==> config.mk <==
export PLATFORM = sky130hd
export DESIGN_NAME = acr_regs
export DESIGN_NICKNAME = d
export VERILOG_FILES = /design/src/rtl/acr_pkg.sv /design/src/rtl/acr_regs.sv /design/src/rtl/acr_sticky.sv /design/src/rtl/acr_sync2.sv
export SDC_FILE = /design/constraint.sdc
export NUM_CORES = 1
export LEC_CHECK = 0
export ABC_AREA = 1
export ABC_CLOCK_PERIOD_IN_PS = 1900
export BUFFER_PORTS_ARGS = -buffer_cell sky130_fd_sc_hd__buf_2
export CAP_MARGIN = 15
export CORE_ASPECT_RATIO = 1.1
export CORE_MARGIN = 3
export CORE_UTILIZATION = 50
export DETAILED_ROUTE_END_ITERATION = 7
export PLACE_DENSITY = 0.76
export SETUP_SLACK_MARGIN = 0.02
export SYNTH_ARGS = -nofsm -noshare
export SYNTH_HDL_FRONTEND = slang
export SYNTH_HIERARCHICAL = 1
export SYNTH_SLANG_ARGS = --single-unit
==> constraint.sdc <==
create_clock -name mclk -period 1.9 [get_ports mclk]
set_clock_uncertainty 0.15 [all_clocks]
set_input_delay 0.38 -clock mclk [delete_from_list [all_inputs] [get_ports mclk]]
set_output_delay 0.38 -clock mclk [all_outputs]
set_load 0.01 [all_outputs]
==> src/rtl/acr_pkg.sv <==
// constants, field positions and carrier types of the status/control bank
// assumes one 10 MHz clock; host transfers arrive already decoded to bytes
package acr_pkg;
  // register offsets
  localparam logic [7:0] OFS_DATA_FIRST = 8'h06;
  localparam logic [7:0] OFS_DATA_LAST = 8'h0b;
  localparam logic [7:0] OFS_CMD_RESP = 8'h0c;
  localparam logic [7:0] OFS_IRQ_SRC = 8'h13;
  localparam logic [7:0] OFS_AXIS = 8'h14;
  localparam logic [7:0] OFS_STATUS = 8'h15;
  localparam logic [7:0] OFS_RELEASE = 8'h17;
  localparam logic [7:0] OFS_CTRL1 = 8'h18;
  localparam logic [7:0] OFS_CTRL2 = 8'h19;
  localparam logic [7:0] OFS_CTRL3 = 8'h1a;
  // values after reset and the command test responses
  localparam logic [7:0] RST_CTRL1 = 8'h00;
  localparam logic [7:0] RST_CTRL2 = 8'h3f;
  localparam logic [7:0] RST_CTRL3 = 8'ha8;
  localparam logic [7:0] CMD_IDLE = 8'h55;
  localparam logic [7:0] CMD_ACK = 8'haa;
  // control field positions
  localparam int C1_OPER = 7;
  localparam int C1_PREC = 6;
  localparam int C1_NDE = 5;
  localparam int C1_RNG = 3;
  localparam int C1_TAP = 2;
  localparam int C1_MOT = 1;
  localparam int C1_TILT = 0;
  localparam int C2_REBOOT = 7;
  localparam int C2_CTEST = 6;
  localparam int C3_TILT_RATE = 6;
  localparam int C3_TAP_RATE = 3;
  localparam int C3_MOT_RATE = 0;
  // status bit positions
  localparam int ST_OPER = 7;
  localparam int ST_PREC = 6;
  localparam int ST_CRC = 5;
  localparam int ST_INT = 4;
  localparam int ST_POR = 3;
  localparam int ST_RUN = 2;
  localparam int ST_WAKE = 0;
  // sticky flag indices, also their bit in the source register except F_CRC, whose bit 3 carries the tap field there
  localparam int F_TILT = 0;
  localparam int F_WAKE = 1;
  localparam int F_NEW = 4;
  localparam int F_WM = 5;
  localparam int F_FULL = 6;
  localparam int F_SLEEP = 7;
  localparam int F_CRC = 3;
  localparam int NFLAG = 8;
  localparam int IS_TAP = 2;
  // buffer mode code for trigger mode
  localparam logic [1:0] BUF_MODE_TRIG = 2'h2;
  // low-power settle: 1.2/odr at the slowest odr of 0.781 hz
  localparam int CLK_PERIOD_NS = 100;
  localparam int SETTLE_TIME_US = 1536492;
  localparam int SETTLE_CYCLES = (SETTLE_TIME_US * 1000 + CLK_PERIOD_NS - 1) / CLK_PERIOD_NS;
  // host register access, one byte per request
  typedef struct packed {
    logic [7:0] addr;
    logic wr;
    logic rd;
    logic [7:0] wdata;
  } acr_req_t;
  // events from the sensing engines and buffer, same clock
  typedef struct packed {
    logic sample_new;
    logic sleep_evt;
    logic wake_evt;
    logic [5:0] wake_dir;
    logic tilt_evt;
    logic [5:0] tilt_dir;
    logic tap_evt;
    logic [1:0] tap_kind;
    logic buf_full;
    logic buf_read;
    logic [7:0] buf_level;
    logic [6:0] watermark_level;
    logic [1:0] buf_mode;
    logic reboot_done;
  } acr_evt_t;
  // control outputs towards the core
  typedef struct packed {
    logic operate_enable;
    logic fine_precision_select;
    logic [1:0] range_select;
    logic new_sample_irq_enable;
    logic tap_engine_enable;
    logic motion_engine_enable;
    logic tilt_engine_enable;
    logic [1:0] tilt_rate;
    logic [2:0] tap_rate_field;
    logic [2:0] motion_rate_field;
    logic running;
    logic reboot_busy;
    logic irq_any;
    logic release_pulse;
  } acr_ctrl_t;
  typedef struct packed {
    logic [1:0] s1;
    logic [1:0] s2;
  } acr_sync_t;
  typedef struct packed {
    logic q;
  } acr_flag_t;
endpackage : acr_pkg

==> src/rtl/acr_regs.sv <==
// status, interrupt-source and control register bank
// assumes a serial front end hands over one byte read or write per cycle
`timescale 1ns/1ps
module acr_regs #(
  parameter int SETTLE_CYC = acr_pkg::SETTLE_CYCLES // low-power settle count
) (
  input wire logic mclk,
  input wire logic rst,
  input wire acr_pkg::acr_req_t req,
  input wire acr_pkg::acr_evt_t evt,
  input wire logic otp_fail_pin,
  input wire logic vdd_low_pin,
  output logic [7:0] rd_data,
  output logic i2c_nack,
  output acr_pkg::acr_ctrl_t ctrl
);
  // module state apart from the sticky flags and the synchroniser
  typedef struct packed {
    logic [7:0] ctrl1;
    logic [7:0] ctrl2;
    logic [7:0] ctrl3;
    logic [1:0] tap_kind_field;
    logic [5:0] axis;
    logic wake_state;
    logic por;
    logic [23:0] settle;
    logic [7:0] rd_data;
    acr_pkg::acr_ctrl_t out;
  } acr_state_t;

  acr_state_t st_r;
  acr_state_t st_nxt;
  localparam int IS_TAP_HI = acr_pkg::IS_TAP + 1; // top bit of the tap field
  logic [1:0] pins_s; // synchronised otp fail, supply low
  logic [acr_pkg::NFLAG-1:0] flag_q; // sticky flag outputs
  logic [acr_pkg::NFLAG-1:0] flag_set;
  logic [acr_pkg::NFLAG-1:0] flag_clr;
  logic rel_rd; // latch release read
  logic status_rd;
  logic cmd_rd;
  logic reboot_go;
  logic irq_now;

  // address window of the acceleration output bytes
  function automatic logic is_data(input logic [7:0] a);
    return (a >= acr_pkg::OFS_DATA_FIRST) && (a <= acr_pkg::OFS_DATA_LAST);
  endfunction : is_data

  // read strobe on one address
  function automatic logic rd_at(input acr_pkg::acr_req_t r, input logic [7:0] a);
    return r.rd && (r.addr == a);
  endfunction : rd_at

  acr_sync2 u_sync (
    .mclk(mclk),
    .rst(rst),
    .din({otp_fail_pin, vdd_low_pin}),
    .dout(pins_s)
  );

  // one sticky cell per flag; unused slots never set
  genvar gi;
  generate
    for (gi = 0; gi < acr_pkg::NFLAG; gi++) begin : g_flag
      acr_sticky u_flag (
        .mclk(mclk),
        .rst(rst),
        .set(flag_set[gi]),
        .clr(flag_clr[gi]),
        .q(flag_q[gi])
      );
    end
  endgenerate

  // access decode
  always_comb begin
    rel_rd = rd_at(req, acr_pkg::OFS_RELEASE);
    status_rd = rd_at(req, acr_pkg::OFS_STATUS);
    cmd_rd = rd_at(req, acr_pkg::OFS_CMD_RESP);
    // a reboot already running is not restarted
    reboot_go = req.wr && (req.addr == acr_pkg::OFS_CTRL2)
      && req.wdata[acr_pkg::C2_REBOOT] && !st_r.out.reboot_busy;
  end

  // flag set and clear terms
  always_comb begin
    logic oper;
    oper = st_r.ctrl1[acr_pkg::C1_OPER];
    flag_set = '0;
    flag_clr = '0;
    // back-to-sleep comes from the motion engine
    flag_set[acr_pkg::F_SLEEP] = evt.sleep_evt && oper
      && st_r.ctrl1[acr_pkg::C1_MOT];
    flag_clr[acr_pkg::F_SLEEP] = rel_rd;
    flag_set[acr_pkg::F_FULL] = evt.buf_full;
    flag_clr[acr_pkg::F_FULL] = evt.buf_read;
    // watermark unused in trigger mode
    flag_set[acr_pkg::F_WM] = (evt.buf_mode != acr_pkg::BUF_MODE_TRIG)
      && (evt.buf_level > {1'b0, evt.watermark_level});
    flag_clr[acr_pkg::F_WM] = evt.buf_read
      && (evt.buf_level <= {1'b0, evt.watermark_level});
    flag_set[acr_pkg::F_NEW] = evt.sample_new && oper;
    flag_clr[acr_pkg::F_NEW] = rel_rd || (req.rd && is_data(req.addr));
    flag_set[acr_pkg::F_WAKE] = evt.wake_evt && oper
      && st_r.ctrl1[acr_pkg::C1_MOT];
    flag_clr[acr_pkg::F_WAKE] = rel_rd;
    // masked directions never raise the tilt flag
    flag_set[acr_pkg::F_TILT] = evt.tilt_evt && oper
      && st_r.ctrl1[acr_pkg::C1_TILT]
      && |(evt.tilt_dir & st_r.ctrl2[5:0]);
    flag_clr[acr_pkg::F_TILT] = rel_rd;
    // a reboot is the documented way out of a load failure
    flag_set[acr_pkg::F_CRC] = pins_s[1];
    flag_clr[acr_pkg::F_CRC] = reboot_go;
  end

  // next state
  always_comb begin
    logic oper_n;
    logic [7:0] src;
    oper_n = 1'b0;
    src = 8'h00;
    st_nxt = st_r;
    st_nxt.out.release_pulse = rel_rd;
    // host writes; control changes are trusted to follow standby
    if (req.wr && !st_r.out.reboot_busy) begin
      case (req.addr)
        acr_pkg::OFS_CTRL1: st_nxt.ctrl1 = req.wdata;
        acr_pkg::OFS_CTRL2: st_nxt.ctrl2 = req.wdata;
        acr_pkg::OFS_CTRL3: st_nxt.ctrl3 = req.wdata;
        default: ;
      endcase
    end
    // test response read drops the trigger
    if (cmd_rd && st_r.ctrl2[acr_pkg::C2_CTEST]) begin
      st_nxt.ctrl2[acr_pkg::C2_CTEST] = 1'b0;
    end
    // reboot holds the bit at 1 and restores defaults on completion
    if (reboot_go) begin
      st_nxt.out.reboot_busy = 1'b1;
    end else if (st_r.out.reboot_busy && evt.reboot_done) begin
      st_nxt.out.reboot_busy = 1'b0;
      st_nxt.ctrl1 = acr_pkg::RST_CTRL1;
      st_nxt.ctrl2 = acr_pkg::RST_CTRL2;
      st_nxt.ctrl3 = acr_pkg::RST_CTRL3;
    end
    // tap kind latch, event wins over release
    if (evt.tap_evt && st_r.ctrl1[acr_pkg::C1_OPER] && st_r.ctrl1[acr_pkg::C1_TAP]) begin
      st_nxt.tap_kind_field = evt.tap_kind;
    end else if (rel_rd) begin
      st_nxt.tap_kind_field = 2'h0;
    end
    // direction that caused the motion flag
    if (flag_set[acr_pkg::F_WAKE]) begin
      st_nxt.axis = evt.wake_dir;
    end else if (rel_rd) begin
      st_nxt.axis = 6'h00;
    end
    // motion state only, power mode untouched
    if (flag_set[acr_pkg::F_WAKE]) begin
      st_nxt.wake_state = 1'b1;
    end else if (flag_set[acr_pkg::F_SLEEP]) begin
      st_nxt.wake_state = 1'b0;
    end
    if (status_rd) begin
      st_nxt.por = 1'b0;
    end
    // settle count runs after entering low-power operation
    oper_n = st_nxt.ctrl1[acr_pkg::C1_OPER];
    if (!oper_n) begin
      st_nxt.settle = '0;
    end else if (!st_r.ctrl1[acr_pkg::C1_OPER]) begin
      st_nxt.settle = st_nxt.ctrl1[acr_pkg::C1_PREC] ? 24'h000000
        : SETTLE_CYC[23:0];
    end else if (st_r.settle != 24'h000000) begin
      st_nxt.settle = st_r.settle - 24'h000001;
    end
    // combined interrupt from enabled sources
    st_nxt.out.irq_any = irq_now;
    // read data mux
    src = flag_q;
    src[IS_TAP_HI:acr_pkg::IS_TAP] = st_r.tap_kind_field;
    if (req.rd) begin
      case (req.addr)
        acr_pkg::OFS_CMD_RESP: begin
          st_nxt.rd_data = st_r.ctrl2[acr_pkg::C2_CTEST] ? acr_pkg::CMD_ACK
            : acr_pkg::CMD_IDLE;
        end
        acr_pkg::OFS_IRQ_SRC: st_nxt.rd_data = src;
        acr_pkg::OFS_AXIS: st_nxt.rd_data = {2'h0, st_r.axis};
        acr_pkg::OFS_STATUS: begin
          st_nxt.rd_data = 8'h00;
          st_nxt.rd_data[acr_pkg::ST_OPER] = st_r.ctrl1[acr_pkg::C1_OPER];
          st_nxt.rd_data[acr_pkg::ST_PREC] = st_r.ctrl1[acr_pkg::C1_PREC];
          st_nxt.rd_data[acr_pkg::ST_CRC] = flag_q[acr_pkg::F_CRC];
          st_nxt.rd_data[acr_pkg::ST_INT] = st_r.out.irq_any;
          st_nxt.rd_data[acr_pkg::ST_POR] = st_r.por;
          st_nxt.rd_data[acr_pkg::ST_RUN] = st_r.out.running;
          st_nxt.rd_data[acr_pkg::ST_WAKE] = st_r.wake_state;
        end
        acr_pkg::OFS_CTRL1: st_nxt.rd_data = st_r.ctrl1;
        acr_pkg::OFS_CTRL2: st_nxt.rd_data = st_r.ctrl2;
        acr_pkg::OFS_CTRL3: st_nxt.rd_data = st_r.ctrl3;
        default: st_nxt.rd_data = 8'h00; // release read is dummy
      endcase
    end
    // control outputs follow the registers they come from
    st_nxt.out.operate_enable = oper_n;
    st_nxt.out.fine_precision_select = st_nxt.ctrl1[acr_pkg::C1_PREC];
    st_nxt.out.range_select = st_nxt.ctrl1[acr_pkg::C1_RNG+:2];
    st_nxt.out.new_sample_irq_enable = st_nxt.ctrl1[acr_pkg::C1_NDE];
    st_nxt.out.tap_engine_enable = oper_n && st_nxt.ctrl1[acr_pkg::C1_TAP];
    st_nxt.out.motion_engine_enable = oper_n && st_nxt.ctrl1[acr_pkg::C1_MOT];
    st_nxt.out.tilt_engine_enable = oper_n && st_nxt.ctrl1[acr_pkg::C1_TILT];
    st_nxt.out.tilt_rate = st_nxt.ctrl3[acr_pkg::C3_TILT_RATE+:2];
    st_nxt.out.tap_rate_field = st_nxt.ctrl3[acr_pkg::C3_TAP_RATE+:3];
    st_nxt.out.motion_rate_field = st_nxt.ctrl3[acr_pkg::C3_MOT_RATE+:3];
    // supply low or standby reads as not sensing
    st_nxt.out.running = oper_n && (st_nxt.settle == 24'h000000)
      && !pins_s[0];
  end

  // interrupt or-tree; new-sample only counts when its enable is set
  always_comb begin
    irq_now = flag_q[acr_pkg::F_SLEEP] || flag_q[acr_pkg::F_FULL]
      || flag_q[acr_pkg::F_WM] || flag_q[acr_pkg::F_WAKE]
      || flag_q[acr_pkg::F_TILT] || (st_r.tap_kind_field != 2'h0)
      || (flag_q[acr_pkg::F_NEW] && st_r.ctrl1[acr_pkg::C1_NDE]);
  end

  // state register
  always_ff @(posedge mclk) begin
    if (rst) begin
      st_r <= '0;
      st_r.ctrl1 <= acr_pkg::RST_CTRL1;
      st_r.ctrl2 <= acr_pkg::RST_CTRL2;
      st_r.ctrl3 <= acr_pkg::RST_CTRL3;
      st_r.por <= 1'b1;
      st_r.out.tilt_rate <= acr_pkg::RST_CTRL3[7:6];
      st_r.out.tap_rate_field <= acr_pkg::RST_CTRL3[5:3];
      st_r.out.motion_rate_field <= acr_pkg::RST_CTRL3[2:0];
    end else begin
      st_r <= st_nxt;
    end
  end

  assign rd_data = st_r.rd_data;
  assign i2c_nack = st_r.out.reboot_busy;
  assign ctrl = st_r.out;
endmodule : acr_regs

==> src/rtl/acr_sticky.sv <==
// one sticky status flag
// assumes set and clear come from logic on mclk
`timescale 1ns/1ps
module acr_sticky (
  input wire logic mclk,
  input wire logic rst,
  input wire logic set,
  input wire logic clr,
  output logic q
);
  acr_pkg::acr_flag_t st_r;
  acr_pkg::acr_flag_t st_nxt;
  // set beats clear so a same-cycle event is kept
  always_comb begin
    st_nxt = st_r;
    if (set) begin
      st_nxt.q = 1'b1;
    end else if (clr) begin
      st_nxt.q = 1'b0;
    end
  end
  always_ff @(posedge mclk) begin
    if (rst) begin
      st_r <= '0;
    end else begin
      st_r <= st_nxt;
    end
  end
  assign q = st_r.q;
endmodule : acr_sticky

==> src/rtl/acr_sync2.sv <==
// two-flop synchroniser for the two pin levels
// assumes inputs are asynchronous to mclk
`timescale 1ns/1ps
module acr_sync2 (
  input wire logic mclk,
  input wire logic rst,
  input wire logic [1:0] din,
  output logic [1:0] dout
);
  acr_pkg::acr_sync_t st_r; // both stages
  acr_pkg::acr_sync_t st_nxt;
  // first stage feeds only the second
  always_comb begin
    st_nxt.s1 = din;
    st_nxt.s2 = st_r.s1;
  end
  always_ff @(posedge mclk) begin
    if (rst) begin
      st_r <= '0;
    end else begin
      st_r <= st_nxt;
    end
  end
  assign dout = st_r.s2;
endmodule : acr_sync2
==> metrics.md <==
| Metric | Value |
|---|---|
| Slew @ Worst Pin | `0.641 ns` |
| Area Overhead vs Synth | `31.1%` |
| Core area | `0.00944 mm^2` |
| Synth top cells by count | `nand2_1 (178), inv_1 (96), nor2_1 (85)` |
| Share of layout cells above drive strength 1 | `0.351` |
| FP Rows | `37` |
| Number of max-cap violations | `0` |
| CP Max Fanout | `4` |
| Maximum clock rate | `499 MHz` |
| Share of the clock period used by the worst path | `1.06` |
| Largest net degree at the start of global routing | `59` |
| Setup TNS | `-0.105 ns` |
| Die Span Y | `110 um` |
| Critical Path Most Common Cell | `nor2_1` |
| Crit-path cells | `inv_4 > ha_4 > inv_1 > nor2_1 > nand2_1 > nor2_2 > nand3_4 > nand3_2 > nand3_2 > nand2_2 > nand3_1 > nor2_1 > nand3_1 > nor2_1` |
| NumNets Final | `959` |
| YS warnings | `6` |
| Worst setup margin | `-0.105 ns` |
| Ys async rst share | `0` |
| Leak pwr | `3.17 nW` |
| Avg Cell Area, Syn | `6.62 um^2` |
| Post-Syn Area | `0.00491 mm^2` |
| Pins Over Slew Limit | `0` |
| Final hold violation count | `0` |
| Port bufs | `89` |
| Seq/Total Area, Yosys | `0.342` |
| DRT antenna net count | `0` |
| RSZ-0062 raised after global routing | `true` |
| Cell Pwr Density | `503 mW/mm^2` |
| Largest area contributor in the netlist | `dfxtp_1` |
| Peak supply drop | `363 uV` |
| Crit Path Class | `reg -> reg` |
| Synth area leaders | `dfxtp_1 (34%), nand2_1 (14%), inv_1 (7.3%)` |
| CTS tree | `yes` |
| Reg-to-Reg Start | `st_r[29]` |
| Outcome | `complete, but fails checks` |
| Ports | `90` |
| Final GP Congestion | `0.954` |
| Num CTS Buffers | `9` |
| Drt drc | `0` |
| Drt total wl | `15100 um` |
| Via count | `5455` |
| Yosys top cell area share | `0.342` |
| First-pass GRT wire length | `23500 um` |
| Worst-case hold slack | `0.0852 ns` |
| Skew-Pair Late Insertion Delay | `0.35 ns` |
| Initial antenna violation count | `0` |
| Worst setup SP type | `register` |
| Worst r2r path cells | `14` |
| Reg clk slew, reported paths | `0.08 ns` |
| Initial core utilization | `0.520` |
| Ant. Diodes | `0` |
| Hold Startpoint | `otp_fail_pin` |
| Vias in the first global route | `5081` |
| Critical Path Slowest Stage Cell | `dfxtp_2` |
| Arrival @ worst endpoint | `2.14 ns` |
| CP bufs+invs | `2` |
| Clk buf depth | `2` |
| Worst setup EP type | `register` |
| Count of different cell masters after synthesis | `40` |
| Max H-tree Level | `3` |
| Vias/cell | `5.40` |
| Top-count cell post-synth | `nand2_1` |
| Root Buffer | `clkbuf_8` |
| Critical Path Max Stage Delay | `0.34 ns` |
| Post-synth EDFFs | `0` |
| First drt pass iteration count | `7` |
| CP required | `2.04 ns` |
| Hold Path Class | `in -> reg` |
| Die X | `100 um` |
| Initial DRC count | `431` |
| Die Area | `0.0110 mm^2` |
| Hold path depth | `3` |
| Grt ovf | `0` |
| Slew HR | `0.573` |
| Clock sinks | `84` |
| Main flop type after synthesis | `dfxtp_1` |
| Failing checks | `setup timing` |
| WHS Endpoint | `u_sync/st_nxt[1]` |
| Post-route minimum period | `2.00 ns` |
| GRT Util Overall | `0.268` |
| CP delay by family, top | `simple AND/OR/NAND/NOR gates` |
| Mapped Nets | `812` |
| Setup Viol. Count Final | `1` |
| Flop2flop setup slack | `-0.10 ns` |
| Wire per inst | `14.9 um` |
| HPWL after detailed placement | `11000 um` |
| RR Endpoint | `ctrl[3]` |
| Yosys reg bits | `84` |
| Post-Synthesis Cells | `742` |
registers in the layout, indices dropped and copies added (netlist names):
register,count
g_flag.u_flag/q,7
u_sync/dout,2
u_sync/st_nxt,2
ctrl,6
st_r,58
rd_data,8
i2c_nack,1
metrics by stage:
stage / power, W / setup slack (ns) / cell area [um^2] / utilization / std cells
2_1_floorplan: 0.00197 / 0.104 / 4920 / - / 742
3_3_place_gp: 0.00210 / -0.219 / 5720 / 0.605 / 969
3_5_place_dp: 0.00211 / -0.267 / 5720 / 0.605 / 969
4_1_cts: 0.00323 / -0.0168 / 6170 / 0.654 / 997
5_1_grt: 0.00335 / -0.262 / 6440 / 0.682 / 1011
6_report: 0.00324 / -0.105 / 6440 / 0.682 / 1011
worst min-delay path, stage by stage:
cell and delay, ns:
buf_2 0.07, inv_1 0.03, nor2_1 0.06
layout by cell type (no fill, tap or decap), types with 3 or more instances in the layout:
cell type / count
nand3_4: 4
nand2_1: 162
nor2_2: 11
nor2_1: 71
a21oi_2: 11
a21oi_1: 34
nor3_1: 11
ha_1: 7
nor4_1: 3
clkbuf_8: 9
o21ai_1: 6
inv_1: 93
nand3_1: 54
nand2_2: 17
buf_4: 94
nor2_4: 21
o211ai_1: 9
dfxtp_2: 14
inv_2: 8
nand4_1: 19
nand2_4: 4
o31ai_1: 6
nand3_2: 12
dfxtp_1: 67
buf_2: 89
nand3b_1: 5
dfxtp_4: 3
o21ai_0: 18
per-layer routing:
layer	vias up	share of wire	global-route usage
li1	2661	-	-
met1	2473	0.40	0.330
met2	264	0.49	0.460
met3	57	0.071	0.0412
met4	0	0.037	0.120
met5	-	0	0
what timing repair did:
item	4_1_cts	5_1_grt
gates cloned	1	1
endpoints found under the setup margin	2	15
pin swaps	29	26
hold buffers	0	0
buffers inserted	11	13
gates resized for setup	63	42
area by class of cell:
type	count	area, um^2
fillers	810	3010
inverters	103	394
flip-flops and latches	84	1710
clock inverters	5	37.5
well taps	117	146
clock buffers	11	131
repair buffers	185	1180
multi-input cells	506	2840
where the power goes:
group          leakage [nW]  switching (W)  internal, W
clock                0.0799       0.000671     0.000481
sequential            0.688     0.00000969      0.00177
combinational          2.40       0.000177     0.000133
logic make-up (layout without fill, tap and decap cells):
family,Yosys count,count (layout),share of synthesized area
AOI/OAI and AO/OA,95,95,0.114
adders and majority gates,9,9,0.0229
DFF,84,84,0.342
muxes,1,1,0.00204
xor gates and xnor gates,3,3,0.00535
buffers and inverters,154,304,0.146
and+or+nand+nor,396,398,0.367
worst max path at each step:
stage | start | endpoint | slack (ns) | depth (start not counted)
6_report | st_r[29] | ctrl[3] | -0.10 | 14
3_5_place_dp | req[17] | ctrl[3] | -0.27 | 13
5_1_grt | st_r[29] | ctrl[3] | -0.26 | 14
3_3_place_gp | req[17] | ctrl[3] | -0.22 | 13
4_1_cts | st_r[37] | ctrl[3] | -0.02 | 11
2_1_floorplan | req[17] | ctrl[3] | 0.10 | 13
(Power assumes the default switching activity.)
